$ cat config.mk
export PLATFORM = sky130hd
export DESIGN_NAME = wfx_top
export DESIGN_NICKNAME = d
export VERILOG_FILES = /design/src/rtl/wfx_pkg.sv /design/src/rtl/wfx_decide.sv /design/src/rtl/wfx_top.sv
export SDC_FILE = /design/constraint.sdc
export NUM_CORES = 1
export LEC_CHECK = 0
export BUFFER_PORTS_ARGS = -buffer_cell sky130_fd_sc_hd__buf_2
export CAP_MARGIN = 20
export CORE_ASPECT_RATIO = 1.75
export CORE_MARGIN = 4
export CORE_UTILIZATION = 46
export CTS_BUF_LIST = sky130_fd_sc_hd__clkbuf_4
export DETAILED_ROUTE_END_ITERATION = 10
export GPL_ROUTABILITY_DRIVEN = 0
export GPL_TIMING_DRIVEN = 0
export PLACE_DENSITY = 0.83
export SLEW_MARGIN = 20
export SYNTH_ARGS = -nofsm -noshare
export SYNTH_HDL_FRONTEND = slang
export SYNTH_HIERARCHICAL = 1
export SYNTH_SLANG_ARGS = --single-unit
$ cat constraint.sdc
create_clock -name CLK_IN -period 1.7 [get_ports CLK_IN]
set_clock_uncertainty 0.1 [all_clocks]
set_input_delay 0.34 -clock CLK_IN [delete_from_list [all_inputs] [get_ports CLK_IN]]
set_output_delay 0.34 -clock CLK_IN [all_outputs]
set_load 0.02 [all_outputs]
$ cat src/rtl/wfx_pkg.sv
// wfx_pkg: constants shared by the wakeup exclusion block
`default_nettype none
package wfx_pkg;
   // ==========================================
   // register map (byte addresses)
   localparam logic [7:0] ADDR_CTRL = 8'h00; // control
   localparam logic [7:0] ADDR_STAT = 8'h04; // sticky event status
   localparam logic [7:0] ADDR_MASK = 8'h08; // interrupt mask
   localparam logic [7:0] ADDR_CNT = 8'h0c; // wake counter
   // ==========================================
   // control field positions
   localparam int CTRL_EXCL_BIT = 0; // mgmt_wake_exclude
   localparam int CTRL_MNGEN_BIT = 1; // manageability enabled
   localparam int CTRL_MAGIC_BIT = 2; // magic filter enable
   localparam int CTRL_DIRECT_BIT = 3; // directed exact enable
   // reset values
   localparam logic [3:0] CTRL_RST = 4'h0; // exclusion resets to 0b
   localparam logic [1:0] STAT_RST = 2'h0;
   localparam logic [1:0] MASK_RST = 2'h0;
   // status bits
   localparam int ST_WAKE_BIT = 0; // wake issued
   localparam int ST_EXCL_BIT = 1; // match suppressed
   // axi responses
   localparam logic [1:0] RESP_OKAY = 2'h0;
   localparam logic [1:0] RESP_SLVERR = 2'h2;
endpackage
`default_nettype wire

$ cat src/rtl/wfx_decide.sv
// wfx_decide: combinational wake qualification for one packet
`default_nettype none
module wfx_decide (
   // packet match inputs
   input wire logic magic_hit_in,
   input wire logic direct_hit_in,
   input wire logic mng_hit_in,
   // control
   input wire logic magic_en_in,
   input wire logic direct_en_in,
   input wire logic mng_en_in,
   input wire logic excl_in,
   // results
   output logic wake_out,
   output logic excl_out
);
   logic filt_hit; // wakeup filter matched
   logic excluded; // packet kept from wake logic
   // ==========================================
   // decision
   always_comb begin
      filt_hit = (magic_hit_in & magic_en_in) |
                 (direct_hit_in & direct_en_in);
      // exclusion only with manageability on
      excluded = mng_en_in & excl_in & mng_hit_in;
      // broadcast passes mng filter so it is excluded too
      wake_out = filt_hit & ~excluded;
      excl_out = filt_hit & excluded;
   end
endmodule
`default_nettype wire

$ cat src/rtl/wfx_top.sv
// wfx_top: wakeup qualification with management exclusion and AXI4-Lite
//
// The AXI4-Lite register port and the register offsets were left to the implementer.
`default_nettype none
module wfx_top (
   // clock and reset
   input wire logic CLK_IN,
   input wire logic RST_N_IN,
   // packet result from receive path, one-cycle strobe
   input wire logic PKT_VALID_IN,
   input wire logic PKT_MAGIC_IN,
   input wire logic PKT_DIRECT_IN,
   input wire logic PKT_MNG_IN,
   // wake and interrupt
   output logic WAKE_OUT,
   output logic IRQ_OUT,
   // axi4-lite write address
   input wire logic S_AXI_AWVALID_IN,
   output logic S_AXI_AWREADY_OUT,
   input wire logic [7:0] S_AXI_AWADDR_IN,
   // axi4-lite write data
   input wire logic S_AXI_WVALID_IN,
   output logic S_AXI_WREADY_OUT,
   input wire logic [31:0] S_AXI_WDATA_IN,
   input wire logic [3:0] S_AXI_WSTRB_IN,
   // axi4-lite write response
   output logic S_AXI_BVALID_OUT,
   input wire logic S_AXI_BREADY_IN,
   output logic [1:0] S_AXI_BRESP_OUT,
   // axi4-lite read address
   input wire logic S_AXI_ARVALID_IN,
   output logic S_AXI_ARREADY_OUT,
   input wire logic [7:0] S_AXI_ARADDR_IN,
   // axi4-lite read data
   output logic S_AXI_RVALID_OUT,
   input wire logic S_AXI_RREADY_IN,
   output logic [31:0] S_AXI_RDATA_OUT,
   output logic [1:0] S_AXI_RRESP_OUT
);
   // ==========================================
   // state
   typedef struct packed {
      logic [3:0] ctrl; // control bits
      logic [1:0] stat; // sticky status
      logic [1:0] mask; // interrupt mask
      logic [15:0] cnt; // wakes issued
      logic wake; // wake pulse
      logic irq; // interrupt level
      logic aw_got; // write address held
      logic [7:0] aw_addr;
      logic w_got; // write data held
      logic [31:0] w_data;
      logic [3:0] w_strb;
      logic bvalid;
      logic [1:0] bresp;
      logic rvalid;
      logic [31:0] rdata;
      logic [1:0] rresp;
      logic aw_rdy; // awready, registered inverse of aw_got
      logic w_rdy; // wready, registered inverse of w_got
      logic ar_rdy; // arready, low while read data waits
   } wfx_state_s;

   wfx_state_s st_r; // registered state
   wfx_state_s st_nxt; // next state
   logic dec_wake; // decision: wake
   logic dec_excl; // decision: suppressed match

   // ==========================================
   // decision logic
   wfx_decide u_decide (
      .magic_hit_in(PKT_MAGIC_IN),
      .direct_hit_in(PKT_DIRECT_IN),
      .mng_hit_in(PKT_MNG_IN),
      .magic_en_in(st_r.ctrl[wfx_pkg::CTRL_MAGIC_BIT]),
      .direct_en_in(st_r.ctrl[wfx_pkg::CTRL_DIRECT_BIT]),
      .mng_en_in(st_r.ctrl[wfx_pkg::CTRL_MNGEN_BIT]),
      .excl_in(st_r.ctrl[wfx_pkg::CTRL_EXCL_BIT]),
      .wake_out(dec_wake),
      .excl_out(dec_excl)
   );

   // read mux for a register address
   function automatic logic [31:0] rd_mux(input logic [7:0] a,
                                          input wfx_state_s s);
      logic [31:0] v;
      v = 32'h0;
      unique case (a)
         wfx_pkg::ADDR_CTRL: v = {28'h0, s.ctrl};
         wfx_pkg::ADDR_STAT: v = {30'h0, s.stat};
         wfx_pkg::ADDR_MASK: v = {30'h0, s.mask};
         wfx_pkg::ADDR_CNT: v = {16'h0, s.cnt};
         default: v = 32'h0;
      endcase
      return v;
   endfunction

   // address is mapped
   function automatic logic is_mapped(input logic [7:0] a);
      return (a == wfx_pkg::ADDR_CTRL) || (a == wfx_pkg::ADDR_STAT) ||
             (a == wfx_pkg::ADDR_MASK) || (a == wfx_pkg::ADDR_CNT);
   endfunction

   // ==========================================
   // next state
   always_comb begin
      logic [1:0] set_bits;
      logic [1:0] clr_bits;
      logic do_wr;
      set_bits = 2'h0;
      clr_bits = 2'h0;
      do_wr = 1'b0;
      st_nxt = st_r;
      // packet evaluation on strobe
      st_nxt.wake = PKT_VALID_IN & dec_wake;
      if (PKT_VALID_IN & dec_wake) begin
         st_nxt.cnt = st_r.cnt + 16'h1;
      end
      set_bits[wfx_pkg::ST_WAKE_BIT] = PKT_VALID_IN & dec_wake;
      set_bits[wfx_pkg::ST_EXCL_BIT] = PKT_VALID_IN & dec_excl;
      // write channels captured independently
      if (S_AXI_AWVALID_IN & ~st_r.aw_got) begin
         st_nxt.aw_got = 1'b1;
         st_nxt.aw_addr = S_AXI_AWADDR_IN;
      end
      if (S_AXI_WVALID_IN & ~st_r.w_got) begin
         st_nxt.w_got = 1'b1;
         st_nxt.w_data = S_AXI_WDATA_IN;
         st_nxt.w_strb = S_AXI_WSTRB_IN;
      end
      // perform write once both held and response free
      if (st_r.aw_got & st_r.w_got & ~st_r.bvalid) begin
         do_wr = 1'b1;
         st_nxt.aw_got = 1'b0;
         st_nxt.w_got = 1'b0;
         st_nxt.bvalid = 1'b1;
         st_nxt.bresp = is_mapped(st_r.aw_addr) ? wfx_pkg::RESP_OKAY
                                                : wfx_pkg::RESP_SLVERR;
      end
      if (do_wr & st_r.w_strb[0]) begin
         unique case (st_r.aw_addr)
            wfx_pkg::ADDR_CTRL: st_nxt.ctrl = st_r.w_data[3:0];
            wfx_pkg::ADDR_STAT: clr_bits = st_r.w_data[1:0];
            wfx_pkg::ADDR_MASK: st_nxt.mask = st_r.w_data[1:0];
            default: st_nxt.ctrl = st_r.ctrl;
         endcase
      end
      // set wins over write-one-to-clear
      st_nxt.stat = (st_r.stat & ~clr_bits) | set_bits;
      st_nxt.irq = |(st_nxt.stat & st_nxt.mask);
      if (st_r.bvalid & S_AXI_BREADY_IN) begin
         st_nxt.bvalid = 1'b0;
      end
      // read channel
      if (S_AXI_ARVALID_IN & ~st_r.rvalid) begin
         st_nxt.rvalid = 1'b1;
         st_nxt.rdata = rd_mux(S_AXI_ARADDR_IN, st_r);
         st_nxt.rresp = is_mapped(S_AXI_ARADDR_IN) ? wfx_pkg::RESP_OKAY
                                                   : wfx_pkg::RESP_SLVERR;
      end else if (st_r.rvalid & S_AXI_RREADY_IN) begin
         st_nxt.rvalid = 1'b0;
      end
      // readies come from flops so no output passes an inverter
      st_nxt.aw_rdy = ~st_nxt.aw_got;
      st_nxt.w_rdy = ~st_nxt.w_got;
      st_nxt.ar_rdy = ~st_nxt.rvalid;
   end

   // ==========================================
   // state register
   always_ff @(posedge CLK_IN or negedge RST_N_IN) begin
      if (!RST_N_IN) begin
         st_r <= '0;
         st_r.ctrl <= wfx_pkg::CTRL_RST;
         st_r.stat <= wfx_pkg::STAT_RST;
         st_r.mask <= wfx_pkg::MASK_RST;
         // channels stay ready to accept while in reset
         st_r.aw_rdy <= 1'b1;
         st_r.w_rdy <= 1'b1;
         st_r.ar_rdy <= 1'b1;
      end else begin
         st_r <= st_nxt;
      end
   end

   // ==========================================
   // outputs straight from flops
   always_comb begin
      WAKE_OUT = st_r.wake;
      IRQ_OUT = st_r.irq;
      S_AXI_AWREADY_OUT = st_r.aw_rdy;
      S_AXI_WREADY_OUT = st_r.w_rdy;
      S_AXI_BVALID_OUT = st_r.bvalid;
      S_AXI_BRESP_OUT = st_r.bresp;
      S_AXI_ARREADY_OUT = st_r.ar_rdy;
      S_AXI_RVALID_OUT = st_r.rvalid;
      S_AXI_RDATA_OUT = st_r.rdata;
      S_AXI_RRESP_OUT = st_r.rresp;
   end

   // ==========================================
   // checks
   // an enabled magic match wakes when manageability is off
   wake_no_mng_a: assert property (
      @(posedge CLK_IN) disable iff (!RST_N_IN)
      (PKT_VALID_IN && !st_r.ctrl[wfx_pkg::CTRL_MNGEN_BIT] &&
       (PKT_MAGIC_IN && st_r.ctrl[wfx_pkg::CTRL_MAGIC_BIT]))
      |=> WAKE_OUT)
      else $error("match lost with manageability off");

   // with exclusion clear an enabled directed match always wakes
   wake_excl_zero_a: assert property (
      @(posedge CLK_IN) disable iff (!RST_N_IN)
      (PKT_VALID_IN && !st_r.ctrl[wfx_pkg::CTRL_EXCL_BIT] &&
       PKT_DIRECT_IN && st_r.ctrl[wfx_pkg::CTRL_DIRECT_BIT])
      |=> WAKE_OUT)
      else $error("match lost with exclusion clear");

   // a manageability packet never wakes while excluded
   excl_blocks_a: assert property (
      @(posedge CLK_IN) disable iff (!RST_N_IN)
      (PKT_VALID_IN && PKT_MNG_IN && st_r.ctrl[wfx_pkg::CTRL_EXCL_BIT] &&
       st_r.ctrl[wfx_pkg::CTRL_MNGEN_BIT]) |=> !WAKE_OUT)
      else $error("excluded packet woke host");

   // an enabled broadcast magic match is logged but does not wake
   bcast_blocked_a: assert property (
      @(posedge CLK_IN) disable iff (!RST_N_IN)
      (PKT_VALID_IN && PKT_MAGIC_IN && PKT_MNG_IN &&
       st_r.ctrl[wfx_pkg::CTRL_MAGIC_BIT] &&
       st_r.ctrl[wfx_pkg::CTRL_EXCL_BIT] &&
       st_r.ctrl[wfx_pkg::CTRL_MNGEN_BIT])
      |=> !WAKE_OUT && st_r.stat[wfx_pkg::ST_EXCL_BIT])
      else $error("broadcast magic woke host");

   // shared address, exclusion clear: mng unicast still wakes
   direct_mng_a: assert property (
      @(posedge CLK_IN) disable iff (!RST_N_IN)
      (PKT_VALID_IN && PKT_DIRECT_IN && PKT_MNG_IN &&
       st_r.ctrl[wfx_pkg::CTRL_DIRECT_BIT] &&
       !st_r.ctrl[wfx_pkg::CTRL_EXCL_BIT]) |=> WAKE_OUT)
      else $error("mng unicast did not wake");

   // an excluded match leaves its status bit and no wake
   excl_status_a: assert property (
      @(posedge CLK_IN) disable iff (!RST_N_IN)
      (PKT_VALID_IN && dec_excl)
      |=> !WAKE_OUT && st_r.stat[wfx_pkg::ST_EXCL_BIT])
      else $error("excluded match not logged");

   // every wake traces back to a strobed filter match
   wake_cause_a: assert property (
      @(posedge CLK_IN) disable iff (!RST_N_IN)
      WAKE_OUT |-> $past(PKT_VALID_IN) &&
      ($past(PKT_MAGIC_IN) || $past(PKT_DIRECT_IN)))
      else $error("wake without a match");

   // the wake pulse needs a packet strobe one cycle before
   wake_idle_a: assert property (
      @(posedge CLK_IN) disable iff (!RST_N_IN)
      !PKT_VALID_IN |=> !WAKE_OUT)
      else $error("wake without a packet strobe");

   // a wake leaves its sticky status bit behind
   wake_sticky_a: assert property (
      @(posedge CLK_IN) disable iff (!RST_N_IN)
      WAKE_OUT |-> st_r.stat[wfx_pkg::ST_WAKE_BIT])
      else $error("wake status bit not set");

   // the wake counter steps with every pulse
   wake_counts_a: assert property (
      @(posedge CLK_IN) disable iff (!RST_N_IN)
      WAKE_OUT |-> st_r.cnt == $past(st_r.cnt) + 16'h1)
      else $error("wake counter not advanced");

   // interrupt level follows unmasked status
   irq_level_a: assert property (
      @(posedge CLK_IN) disable iff (!RST_N_IN)
      ##1 (IRQ_OUT == |(st_r.stat & st_r.mask)))
      else $error("interrupt level mismatch");

   // a taken write address closes the channel until performed
   aw_block_a: assert property (
      @(posedge CLK_IN) disable iff (!RST_N_IN)
      (S_AXI_AWVALID_IN && S_AXI_AWREADY_OUT) |=> !S_AXI_AWREADY_OUT)
      else $error("second write address accepted");

   // write response holds until the master takes it
   bresp_hold_a: assert property (
      @(posedge CLK_IN) disable iff (!RST_N_IN)
      (S_AXI_BVALID_OUT && !S_AXI_BREADY_IN)
      |=> S_AXI_BVALID_OUT && $stable(S_AXI_BRESP_OUT))
      else $error("write response dropped early");

   // read data holds until the master takes it
   rdata_hold_a: assert property (
      @(posedge CLK_IN) disable iff (!RST_N_IN)
      (S_AXI_RVALID_OUT && !S_AXI_RREADY_IN)
      |=> S_AXI_RVALID_OUT && $stable(S_AXI_RDATA_OUT))
      else $error("read data dropped early");

   // no new read address is taken while data waits
   ar_block_a: assert property (
      @(posedge CLK_IN) disable iff (!RST_N_IN)
      S_AXI_RVALID_OUT |-> !S_AXI_ARREADY_OUT)
      else $error("read address taken while data waits");
endmodule
`default_nettype wire

==> impl_metrics.env <==
export IMPL_outcome="finished with violations"
export IMPL_violations="setup timing"
export IMPL_ys_seq_elements=64
export IMPL_cts_sinks=64
export IMPL_cts_buffer_depth=2
export IMPL_seqPwrFrac_pct=50.4
export IMPL_grt_pass1_wl_mm=9.18
export IMPL_powerDensity_nw_per_um2=1120
export IMPL_clock_latency_ns=0.40
export IMPL_period_share_pct=111
export IMPL_port_buffers=56
export IMPL_grt_pass1_vias=2017
export IMPL_synth_xor_area_share_pct=4.59
export IMPL_antenna_left=0
export IMPL_swShare_pct=30.1
export IMPL_yosysMostFrequentCell="dfrtp_1"
export IMPL_muxShareOfSynthArea_pct=9.83
export IMPL_layout_drive_gt1_share_pct=48.9
export IMPL_period_needed_ns=1.89
export IMPL_setup_viol=9
export IMPL_yosys_top_cells_area="dfrtp_1 53%, buf_4 9.4%, mux2_2 8.3%, a22o_1 4.3%, xnor2_1 3.7%"
export IMPL_p_clk_share_pct=28.3
export IMPL_dieArea_um2=7600
export IMPL_grt_use_total_pct=16.2
export IMPL_post_synth_cell_area_avg_um2=12.4
export IMPL_area_growth_pct=28.1
export IMPL_slew_violations=0
export IMPL_endpoint_kind="flop"
export IMPL_fin_nets=390
export IMPL_internal_power_uw=2860
export IMPL_critPathKind="flop to flop"
export IMPL_regMostFlops="st_r"
export IMPL_p_leak_uw=0.00189
export IMPL_slowest_stage="or4_4"
export IMPL_syn_inst=230
export IMPL_synth_top_family_by_area="buffers and inverters"
export IMPL_instances_no_fill=409
export IMPL_coreArea_um2=5970
export IMPL_synth_top_area_share_pct=53.3
export IMPL_tritoncts_num_buffers=9
export IMPL_root_buffer="clkbuf_4"
export IMPL_dr_first_iter_drc_count=92
export IMPL_dr_pass1_iters=6
export IMPL_synth_edf_count=0
export IMPL_synthAdderAreaFrac_pct=0.437
export IMPL_slew_headroom_pct=48.2
export IMPL_via_per_inst=4.88
export IMPL_path_cells="a22oi_2 -> nor2b_4 -> nand2_2 -> nand3_2 -> or4_4 -> a32o_1"
export IMPL_p_sw_uw=1230
export IMPL_whs_path_depth=2
export IMPL_cts_tree="done"
export IMPL_dieHeight_um=112
export IMPL_fp_dieW_um=67.6
export IMPL_r2r_end="IRQ_OUT$_DFF_PN0_"
export IMPL_top_usage_layer="met2"
export IMPL_hpwl_mm=4.08
export IMPL_worstPathArrival_ns=2.07
export IMPL_rr_worst_depth=6
export IMPL_cp_required_ns=1.88
export IMPL_synth_compound_area_share_pct=7.60
export IMPL_synth_area_leader_cell="dfrtp_1"
export IMPL_vias=1995
export IMPL_wl_mm=5.72
export IMPL_start_util_pct=47.9
export IMPL_use_met1_pct=16.9
export IMPL_timing_fmax_mhz=529
export IMPL_grt_start_max_net_pins=65
export IMPL_htreeDepth=3
export IMPL_yosysUniqueCellTypes=38
export IMPL_min_path_type="primary input to flop"
export IMPL_yosysSeqAreaShare_pct=56.1
export IMPL_synth_area_um2=2860
export IMPL_clk_pin_slew_ns=0.11
export IMPL_cp_endpoint="IRQ_OUT$_DFF_PN0_"
export IMPL_layout_setup_ws_ns=-0.191
export IMPL_post_place_cells=381
export IMPL_worst_pin_slew_ns=0.777
export IMPL_async_flop_share_pct=100
export IMPL_hold_viol=0
export IMPL_r2r_slack_ns=-0.19
export IMPL_drv_cap=0
export IMPL_reg2reg_from="st_r[111]$_DFFE_PN0P_"
export IMPL_met2_usage_pct=28.4
export IMPL_yosys_area_share_simple_pct=10.4
export IMPL_grt_antenna_before_repair=0
export IMPL_fp_row_count=37
export IMPL_rsz0062_at_grt="yes"
export IMPL_cp_start_kind="flop"
export IMPL_yosysWarnings=6
export IMPL_ys_flop_type="dfrtp_1"
export IMPL_drc=0
export IMPL_overflow=0
export IMPL_grtUsageMet3_pct=4.40
export IMPL_largest_reg_flops=39
export IMPL_cp_startpoint="st_r[111]$_DFFE_PN0P_"
export IMPL_cp_max_fo=2
export IMPL_holdWs_ns=0.0342
export IMPL_ys_top_cells_by_count="61 x dfrtp_1, 36 x buf_4, 21 x mux2_2"
export IMPL_power_share_combinational_pct=21.4
export IMPL_cpPeakStageDelay_ns=0.51
export IMPL_ir_drop_v=0.000771
export IMPL_avgRoutedWirePerCell_um=14.0
export IMPL_io_pins=106
export IMPL_diodes=0
[through the flow]
stage	instance area [µm²]	setup WS [ns]	util, %	power, µW	TNS [ns]
after floorplan	2930	0.00196	-	2600	0
after CTS	3580	-0.133	59.9	4080	-0.437
after global routing	3670	-0.226	61.4	4320	-1.81
after detailed placement	3310	-0.337	55.5	2870	-5.94
after global placement	3310	-0.257	55.4	2830	-4.86
final	3670	-0.191	61.4	4100	-0.759
[area by class of cell]
class                      count  area, µm²
sequential                    64       1610
timing repair buffer          68        380
clock inverter                 7       95.1
clock buffer                   9       67.6
fill                         475       2300
buffer                        40        287
inverter                       7       28.8
tap                           78       97.6
multi-input combinational    136       1110
[per-layer routing]
metal	up-vias	wire, µm
li1	950	-
met1	977	2000
met2	60	3250
met3	8	371
met4	0	104
met5	-	0
[layout by cell type, fill, tap and decap left out, drive strengths merged, types with 5 or more instances in the layout]
cell type	netlist	final
dfrtp	61	61
inv	7	8
a22o	14	14
nand4	5	5
nand3	8	8
clkbuf	3	12
mux2	21	21
buf	37	102
nand2	9	9
conb	1	18
nor2	8	8
xnor2	12	12
[critical path, delay by kind of cell, from the launching register on]
family / cells / cell delay, ns
AOI/OAI and AO/OA: 2 / 0.51
and+or+nand+nor: 4 / 0.75
DFF: 1 / 0.41
[worst min path at each step]
stage | startpoint | end | slack [ns]
after floorplan | RST_N_IN | IRQ_OUT$_DFF_PN0_ | -0.06
after global placement | st_r[104]$_DFFE_PN0P_ | st_r[104]$_DFFE_PN0P_ | 0.36
after detailed placement | RST_N_IN | st_r[77]$_DFF_PN0_ | 0.37
after CTS | S_AXI_AWVALID_IN | S_AXI_AWREADY_OUT$_DFF_PN1_ | 0.01
after global routing | S_AXI_WVALID_IN | S_AXI_WREADY_OUT$_DFF_PN1_ | 0.03
final | S_AXI_AWVALID_IN | S_AXI_AWREADY_OUT$_DFF_PN1_ | 0.03
[power by group through the flow]
stage               logic (µW)  registers, µW  clock network (µW)
floorplan                  527           2070                   0
global placement           767           2060                   0
detailed placement         799           2080                   0
CTS                        845           2050                1180
global route               970           2100                1250
finish                     875           2060                1160
[kinds of logic (layout without fill, tap and decap cells)]
logic type	after synthesis	in the layout
other	1	18
multiplexers	23	23
XOR/XNOR	15	15
adder cells (fa/ha/maj)	1	1
AO/OA/AOI/OAI	27	27
AND/OR/NAND/NOR	52	52
buffers and inverters	47	131
flip-flops	64	64
[repair_timing]
action | CTS | global route
resized for setup | 9 | 14
hold buffers | 3 | 0
endpoints found under the hold margin | 63 | 0
pin swaps | 5 | 10
setup buffers | 5 | 5
setup endpoints to repair | 26 | 18
(Power assumes the default switching activity.)
